**src/rtl/ccmg_map.svh**
```systemverilog
// Constant map of the CPU clock mode generator
`ifndef CCMG_MAP_SVH
`define CCMG_MAP_SVH
// Strap codes
`define CCMG_CODE_X4      3'h7
`define CCMG_CODE_X3      3'h6
`define CCMG_CODE_X2      3'h5
`define CCMG_CODE_X5      3'h4
`define CCMG_CODE_DIRECT  3'h3
`define CCMG_CODE_X15     3'h2
`define CCMG_CODE_PRESC   3'h1
`define CCMG_CODE_X25     3'h0
// Twice the multiply factor per strap code
`define CCMG_F2_X4        4'h8
`define CCMG_F2_X3        4'h6
`define CCMG_F2_X2        4'h4
`define CCMG_F2_X5        4'ha
`define CCMG_F2_X15       4'h3
`define CCMG_F2_X25       4'h5
// Register byte offsets
`define CCMG_REG_CTRL     4'h0
`define CCMG_REG_STATUS   4'h4
`define CCMG_REG_HALF     4'h8
// Field positions, reset values and lock tolerance
`define CCMG_CTRL_GAIN_LSB 0
`define CCMG_ST_STRAP_LSB  0
`define CCMG_ST_OWE        3
`define CCMG_ST_MODE_LSB   4
`define CCMG_ST_LOCK       6
`define CCMG_GAIN_RST      2'h2
`define CCMG_LOCK_TOL      4'h4
`endif

```
**src/rtl/ccmg_pkg.sv**
```systemverilog
// Types and decode functions of the CPU clock mode generator
`default_nettype none
`include "ccmg_map.svh"
package ccmg_pkg;
   typedef enum logic [1:0] {CCMG_PLL, CCMG_DIRECT, CCMG_PRESC} ccmg_mode_e;

   // Clock path chosen by strap code and watchdog level
   function automatic ccmg_mode_e ccmg_mode_of(input logic [2:0] code, input logic oscillator_watchdog_enable);
      ccmg_mode_e m;
      m = CCMG_PLL;
      if (code == `CCMG_CODE_PRESC) m = CCMG_PRESC;
      else if (code == `CCMG_CODE_DIRECT || !oscillator_watchdog_enable) m = CCMG_DIRECT;
      return m;
   endfunction

   // Twice the multiply factor, so fractional factors stay integer
   function automatic logic [3:0] ccmg_f2(input logic [2:0] code);
      logic [3:0] f;
      case (code)
         `CCMG_CODE_X4:  f = `CCMG_F2_X4;
         `CCMG_CODE_X3:  f = `CCMG_F2_X3;
         `CCMG_CODE_X2:  f = `CCMG_F2_X2;
         `CCMG_CODE_X5:  f = `CCMG_F2_X5;
         `CCMG_CODE_X15: f = `CCMG_F2_X15;
         default:        f = `CCMG_F2_X25;
      endcase
      return f;
   endfunction

   // Input transitions per resync window: F, or 4F when F is fractional
   function automatic logic [4:0] ccmg_win(input logic [3:0] f2);
      return f2[0] ? {f2, 1'b0} : {2'h0, f2[3:1]};
   endfunction

   // CPU half-periods per resync window
   function automatic logic [5:0] ccmg_halfs(input logic [3:0] f2);
      logic [8:0] p;
      p = 9'(ccmg_win(f2)) * 9'(f2);
      return p[6:1];
   endfunction
endpackage
`default_nettype wire

```
**src/rtl/ccmg_pll_if.sv**
```systemverilog
// Link between the mode logic and the locked-loop synthesiser
`default_nettype none
interface ccmg_pll_if;
   logic       en;
   logic       trans;
   logic [4:0] win;
   logic [5:0] halfs;
   logic [1:0] gain;
   logic       tog;
   logic       locked;
   logic       sync;
   modport ctl (output en, trans, win, halfs, gain, input tog, locked, sync);
   modport pll (input en, trans, win, halfs, gain, output tog, locked, sync);
endinterface
`default_nettype wire

```
**src/rtl/ccmg_pll.sv**
```systemverilog
// Digital locked-loop synthesiser: rate accumulator trimmed once per window
`default_nettype none
`include "ccmg_map.svh"
module ccmg_pll
   import ccmg_pkg::*;
#(
   parameter int CW = 16
) (
   // Clock and reset
   input wire logic ref_clk_in,
   input wire logic resetn_in,
   // Mode logic side
   ccmg_pll_if.pll  p
);
   typedef struct packed {
      logic [CW:0]   acc;
      logic [CW-1:0] lest;
      logic [CW-1:0] meas;
      logic [4:0]    tcnt;
      logic          armed;
      logic          seen;
      logic          tog;
      logic          locked;
      logic          sync;
   } ccmg_pll_s;

   ccmg_pll_s     q;
   ccmg_pll_s     d;
   logic [CW-1:0] took;
   logic [CW:0]   diff;
   logic [CW:0]   step;
   logic [CW:0]   mag;
   logic [CW:0]   sum;

   // Next state: accumulator toggles halfs times per estimated window
   always_comb begin
      d = q;
      d.tog = 1'b0;
      d.sync = 1'b0;
      took = CW'(q.meas + 1'b1);
      diff = {1'b0, took} - {1'b0, q.lest};
      step = (CW+1)'($signed(diff) >>> p.gain);
      mag = diff[CW] ? (CW+1)'(-diff) : diff;
      sum = q.acc + (CW+1)'(p.halfs);
      if (q.seen) begin
         if (sum >= {1'b0, q.lest}) begin
            d.tog = 1'b1;
            sum = sum - {1'b0, q.lest};
         end
         d.acc = sum;
      end
      d.meas = (&q.meas) ? q.meas : took; // Saturate on a stopped input
      // Resync every window; the first window only arms, the second count is taken whole, later the error shifted right by gain
      if (p.trans) begin
         if (q.tcnt == p.win - 5'h1) begin
            d.tcnt = '0;
            d.sync = 1'b1;
            d.meas = '0;
            d.armed = 1'b1;
            if (q.armed && !q.seen) begin
               d.lest = took;
               d.seen = 1'b1;
            end else if (q.seen) begin
               d.lest = q.lest + step[CW-1:0];
               d.locked = mag <= (CW+1)'(`CCMG_LOCK_TOL);
            end
         end else begin
            d.tcnt = q.tcnt + 5'h1;
         end
      end
      if (!resetn_in || !p.en) d = '0;
   end

   // State register
   always_ff @(posedge ref_clk_in) begin
      q <= d;
   end

   assign p.tog = q.tog;
   assign p.locked = q.locked;
   assign p.sync = q.sync;
endmodule
`default_nettype wire

```
**src/rtl/ccmg_top.sv**
```systemverilog
// CPU clock mode generator: strap capture, clock paths and register slave
`default_nettype none
`include "ccmg_map.svh"
// Summary of operation
// - The strap pins are sampled every reset cycle and the value seen at release selects the clock mode.
// - Codes 111, 110, 101 and 100 multiply the input by 4, 3, 2 and 5, with 111 the default.
// - Codes 011, 010, 001 and 000 give direct drive, times 1.5, divide by two and times 2.5.
// - Code 001 runs the CPU clock through a divide-by-two prescaler at half the input rate.
// - In prescaler mode each CPU clock phase lasts exactly one input period.
// - Code 011 switches the multiplier off and passes the input clock straight through.
// - In direct drive the CPU clock phases follow the input's own high and low times.
// - In direct drive two consecutive half-periods always add up to one input period.
// - A low watchdog enable forces direct drive in place of the multiplier.
// - All other codes enable the multiplier at the input rate times the selected factor.
// - The multiplier resynchronises to the input once every F input transitions, or every 4F when the factor F is fractional.
// - First resynchronisation only arms; the second takes the measured rate whole, each later one adds the error shifted right by gain, all of it at gain 0.
// - Both CPU clock edges are flagged so that either can launch pipeline or bus operations.
// - The clock half-period is the time between two CPU clock edges and is counted as such.
module ccmg_top
   import ccmg_pkg::*;
#(
   parameter int CW = 16,
   parameter int HW = 16
) (
   // Clock and reset
   input  wire logic        ref_clk_in,
   input  wire logic        resetn_in,
   // Oscillator and straps
   input  wire logic        oscillator_input_pin_in,
   input  wire logic [2:0]  clock_mode_strap_pins_in,
   input  wire logic        oscillator_watchdog_enable_in,
   // Avalon-MM slave
   input  wire logic [3:0]  avs_address_in,
   input  wire logic        avs_read_in,
   input  wire logic        avs_write_in,
   input  wire logic [31:0] avs_writedata_in,
   input  wire logic [3:0]  avs_byteenable_in,
   output var  logic [31:0] avs_readdata_out,
   output var  logic        avs_waitrequest_out,
   // CPU clock, phase markers and captured strap code
   output var  logic        cpu_clk_out,
   output var  logic        cpu_rise_out,
   output var  logic        cpu_fall_out,
   output var  logic        clock_half_period_out,
   output var  logic [2:0]  clock_mode_strap_bits_out
);
   typedef struct packed {
      logic [2:0]    strap;
      logic          oscillator_watchdog_enable;
      logic          osc;
      logic          cpu;
      logic          rise;
      logic          fall;
      logic          half_end;
      logic [HW-1:0] half_cnt;
      logic [1:0]    gain;
      logic          wreq;
      logic [31:0]   rdata;
   } ccmg_top_s;

   ccmg_top_s   s_q;
   ccmg_top_s   s_d;
   ccmg_mode_e  eff;
   logic [3:0]  f2;
   logic        osc_rise;
   logic [31:0] rd_word;
   logic [31:0] status;
   logic        pll_tog;
   logic        pll_locked;

   ccmg_pll_if pll_if ();

   // Mode in force; comes only from captured flops
   assign eff = ccmg_mode_of(s_q.strap, s_q.oscillator_watchdog_enable);
   assign f2 = ccmg_f2(s_q.strap);
   assign osc_rise = oscillator_input_pin_in & ~s_q.osc;

   // Synthesiser runs only when the multiplier path is selected
   assign pll_if.en = (eff == CCMG_PLL);
   assign pll_if.trans = oscillator_input_pin_in ^ s_q.osc;
   assign pll_if.win = ccmg_win(f2);
   assign pll_if.halfs = ccmg_halfs(f2);
   assign pll_if.gain = s_q.gain;
   assign pll_tog = pll_if.tog;
   assign pll_locked = pll_if.locked;

   ccmg_pll #(
      .CW (CW)
   ) u_pll (
      .ref_clk_in (ref_clk_in),
      .resetn_in  (resetn_in),
      .p          (pll_if.pll)
   );

   // Status word: captured code, watchdog level, mode, lock
   always_comb begin
      status = '0;
      status[`CCMG_ST_STRAP_LSB +: 3] = s_q.strap;
      status[`CCMG_ST_OWE] = s_q.oscillator_watchdog_enable;
      status[`CCMG_ST_MODE_LSB +: 2] = eff;
      status[`CCMG_ST_LOCK] = pll_locked;
   end

   // Read mux; unmapped offsets read as zero
   always_comb begin
      rd_word = '0;
      case (avs_address_in)
         `CCMG_REG_CTRL: rd_word[`CCMG_CTRL_GAIN_LSB +: 2] = s_q.gain;
         `CCMG_REG_STATUS: rd_word = status;
         `CCMG_REG_HALF: rd_word = 32'(s_q.half_cnt);
         default: rd_word = '0;
      endcase
   end

   // Next state of clock paths, phase markers and bus slave
   always_comb begin
      s_d = s_q;
      s_d.osc = oscillator_input_pin_in;
      s_d.rise = 1'b0;
      s_d.fall = 1'b0;
      s_d.half_end = 1'b0;
      case (eff)
         // Straight copy keeps each phase equal to the input phase
         CCMG_DIRECT: s_d.cpu = oscillator_input_pin_in;
         // Toggle on input rises: each phase is one input period
         CCMG_PRESC: begin
            if (osc_rise) s_d.cpu = ~s_q.cpu;
         end
         CCMG_PLL: begin
            if (pll_tog) s_d.cpu = ~s_q.cpu;
         end
         default: s_d.cpu = s_q.cpu;
      endcase
      // Both edges mark a half-period boundary
      if (s_d.cpu != s_q.cpu) begin
         s_d.rise = s_d.cpu;
         s_d.fall = ~s_d.cpu;
         s_d.half_end = 1'b1;
         s_d.half_cnt = s_q.half_cnt + 1'b1;
      end
      // One wait cycle per access; write lands at the answering edge
      if (s_q.wreq) begin
         if (avs_read_in || avs_write_in) begin
            s_d.wreq = 1'b0;
            s_d.rdata = avs_read_in ? rd_word : '0;
         end
      end else begin
         s_d.wreq = 1'b1;
         if (avs_write_in && avs_address_in == `CCMG_REG_CTRL && avs_byteenable_in[0]) begin
            s_d.gain = avs_writedata_in[`CCMG_CTRL_GAIN_LSB +: 2];
         end
      end
      // Straps are caught on every reset cycle, last one wins
      if (!resetn_in) begin
         s_d = '0;
         s_d.osc = oscillator_input_pin_in; // Tracks the pin so no false input edge follows release
         s_d.strap = clock_mode_strap_pins_in;
         s_d.oscillator_watchdog_enable = oscillator_watchdog_enable_in;
         s_d.gain = `CCMG_GAIN_RST;
         s_d.wreq = 1'b1;
      end
   end

   // State register
   always_ff @(posedge ref_clk_in) begin
      s_q <= s_d;
   end

   // Outputs straight from flops
   assign avs_readdata_out = s_q.rdata;
   assign avs_waitrequest_out = s_q.wreq;
   assign cpu_clk_out = s_q.cpu;
   assign cpu_rise_out = s_q.rise;
   assign cpu_fall_out = s_q.fall;
   assign clock_half_period_out = s_q.half_end;
   assign clock_mode_strap_bits_out = s_q.strap;
endmodule
`default_nettype wire

```
**config.mk**
```make
export PLATFORM = sky130hd
export DESIGN_NAME = ccmg_top
export DESIGN_NICKNAME = d
export VERILOG_FILES = /design/src/rtl/ccmg_pkg.sv /design/src/rtl/ccmg_pll_if.sv /design/src/rtl/ccmg_pll.sv /design/src/rtl/ccmg_top.sv
export VERILOG_INCLUDE_DIRS = /design/src /design/src/rtl
export SDC_FILE = /design/constraint.sdc
export NUM_CORES = 1
export LEC_CHECK = 0
export BUFFER_PORTS_ARGS = -buffer_cell sky130_fd_sc_hd__buf_4
export CAP_MARGIN = 20
export CORE_ASPECT_RATIO = 0.5
export CORE_UTILIZATION = 30
export DETAILED_ROUTE_END_ITERATION = 16
export GPL_TIMING_DRIVEN = 1
export HOLD_SLACK_MARGIN = 0.1
export PLACE_DENSITY_LB_ADDON = 0.12
export SYNTH_ARGS = -nofsm -noshare
export SYNTH_HDL_FRONTEND = slang
export SYNTH_HIERARCHICAL = 1
export SYNTH_SLANG_ARGS = --single-unit
```
**constraint.sdc**
```tcl
create_clock -name ref_clk_in -period 7.5 [get_ports ref_clk_in]
set_clock_uncertainty 0.15 [all_clocks]
set_input_delay 0.75 -clock ref_clk_in [delete_from_list [all_inputs] [get_ports ref_clk_in]]
set_output_delay 0.75 -clock ref_clk_in [all_outputs]
set_load 0.02 [all_outputs]
```
==> impl_metrics.toml <==
[outcome]
status = "completed"

[sta]
period_minus_slack_ns = 6.49
hold_viol_final = 0
report.final.slew_viol_count = 0
tightest_slew_ns = 0.964
rsz0062_at_grt = "false"
relSlewSlack = 0.358
setup_viol = 0
finalCritPeriodShare = 0.866
holdWs_ns = 0.332
setup_tns_ns = 0
clock.fmax_mhz = 154

[global_routing]
grt_pass1_vias = 7058
grt_max_degree = 40
overflow = 0
antenna_found_initial = 0
grt_pass1_wl_mm = 37.5
grt_usage = 0.158

[critical_path]
arrival_ns = 6.57
timing.critical_path.mode_cell = "ha_1"
cp.required_ns = 7.58
critPathMaxFanout = 13
slowest_delay_ns = 0.60
crit_chain = "nor2b_1 > nand2b_1 > fa_1 > fa_1 > inv_1 > ha_1 > xor2_1 > ha_1 > inv_1 > o21bai_1 > a21o_1 > a21oi_1 > nor2_1 > xnor2_1 > ha_1 > and4_1 > o2111ai_1 > a21oi_1 > nor3_1 > o21bai_2 > mux2_2 > a22oi_1 > nor2_1"
reg2reg_slack_ns = 1.01
crit_path_start_kind = "register"
path_delay_family = "adder cells"
path_buf_inv = 2
critPathCaptureType = "register"
worst_path_max_delay_cell = "o21bai_2"
path_class = "register to register"

[placement]
dp_hpwl_mm = 18.0
io_buffers = 39
gp_congestion = 0.840
dp_cells = 1470

[final_layout]
post_layout_nonfiller_instances = 1486
final_layout_size_suffix_gt1_frac = 0.0915
layout.nets = 1221
nFillCells = 2934
diodes = 0
area_growth_pct = 8.55
final_common_cell = "nor2_1"
layout_common_cells = "121 x nor2_1, 98 x dfxtp_1, 85 x a21oi_1"

[pwr]
power.density_nw_per_um2 = 182
power.leakage_nw = 4.05
max-vdd-ir-drop_mv = 0.137

[floorplanning]
initial_core_util = 0.310
row_count = 43
boundaryPins = 89
core_area_sq_um = 28100
die_area_sq_um = 29800
die_h_um = 123
die_w_um = 243

[drt]
drt_iter0_drc = 343
drc_errors = 0
drtPass1Iterations = 5
vias_per_cell = 5.07
wl_per_cell_um = 15.4
drt-total-wl_mm = 22.9
ant_nets = 0
vias = 7529

[logic_synthesis]
syn_area_per_cell_sq_um = 7.93
yosys_warnings = 6
synthCells = 1099
syn_area_sq_um = 8720

[clocking]
cts-hold-fix-buffers = 0
cts-root-buf = "clkbuf_16"
post-cts-setup-buffers = 0
cts_tree = "built"
clk_latency_ns = 0.36
cts.sinks = 102
clk_pin_slew_worst_paths_ns = 0.07
clockBufferDepth = 2
cts_buffers = 9
h-tree-depth = 3
cts_resized = 0

[job]
max-cap-violations = 0

[min_path]
hold_path.class = "register to register"
-- sequential cells by signal, indices dropped and copies added (netlist names) --
register and count:
clock_mode_strap_bits_out 3, u_pll/p.locked 1, cpu_rise_out 1, s_q 18, u_pll/p.tog 1, avs_waitrequest_out 1, u_pll/q 56, pll_if.gain 2
cpu_clk_out 1, cpu_fall_out 1, clock_half_period_out 1, avs_readdata_out 16
-- worst reg2reg max path, delay by kind of cell, from the launching register on --
family | cells | cell delay (ns)
adder cells (fa/ha/maj) | 5 | 1.89
AO/OA/AOI/OAI | 7 | 1.81
AND/OR/NAND/NOR | 6 | 1.06
flip-flops | 1 | 0.56
multiplexers | 1 | 0.42
XOR/XNOR | 2 | 0.33
buffers and inverters | 2 | 0.14
-- area by class of cell --
cell class	instances	area (sq um)	share of cell area
tap	382	478	0.0505
sequential	102	2080	0.220
multi-input combinational	869	5990	0.633
clock buffer	11	243	0.0257
inverter	66	248	0.0262
clock inverter	5	40.0	0.00423
timing repair buffer	51	383	0.0405
-- stage by stage --
| step | utilization | power [mW] | worst slack (ns) | area [sq um] |
|---|---|---|---|---|
| finish | 0.336 | 1.72 | 1.01 | 9460 |
| global placement | 0.326 | 1.26 | 0.982 | 9180 |
| detailed placement | 0.326 | 1.26 | 0.967 | 9180 |
| CTS | 0.336 | 1.75 | 0.922 | 9460 |
| floorplan | - | 1.13 | 1.33 | 8800 |
| global route | 0.336 | 1.84 | 0.577 | 9460 |
-- final timing paths --
kind / startpoint / end / depth (start not counted)
max: clock_mode_strap_bits_out[0] / u_pll/q[48] / 23
min reg2reg: u_pll/q[42] / u_pll/q[42] / 2
max reg2reg: clock_mode_strap_bits_out[0] / u_pll/q[48] / 23
min: u_pll/q[42] / u_pll/q[42] / 2
-- where the power goes --
| group | leakage, nW | internal [mW] | total [mW] | switching [mW] |
|---|---|---|---|---|
| registers | 0.830 | 0.553 | 0.564 | 0.0115 |
| logic | 3.08 | 0.300 | 0.687 | 0.387 |
| clock network | 0.143 | 0.240 | 0.472 | 0.233 |
-- per-layer routing --
layer,up-vias,track usage,part of all wire
met5,-,0,0
met4,0,0.0432,0.017
met3,21,0.0258,0.035
met2,132,0.274,0.46
met1,3523,0.202,0.48
li1,3853,-,-
(Power assumes the default switching activity.)
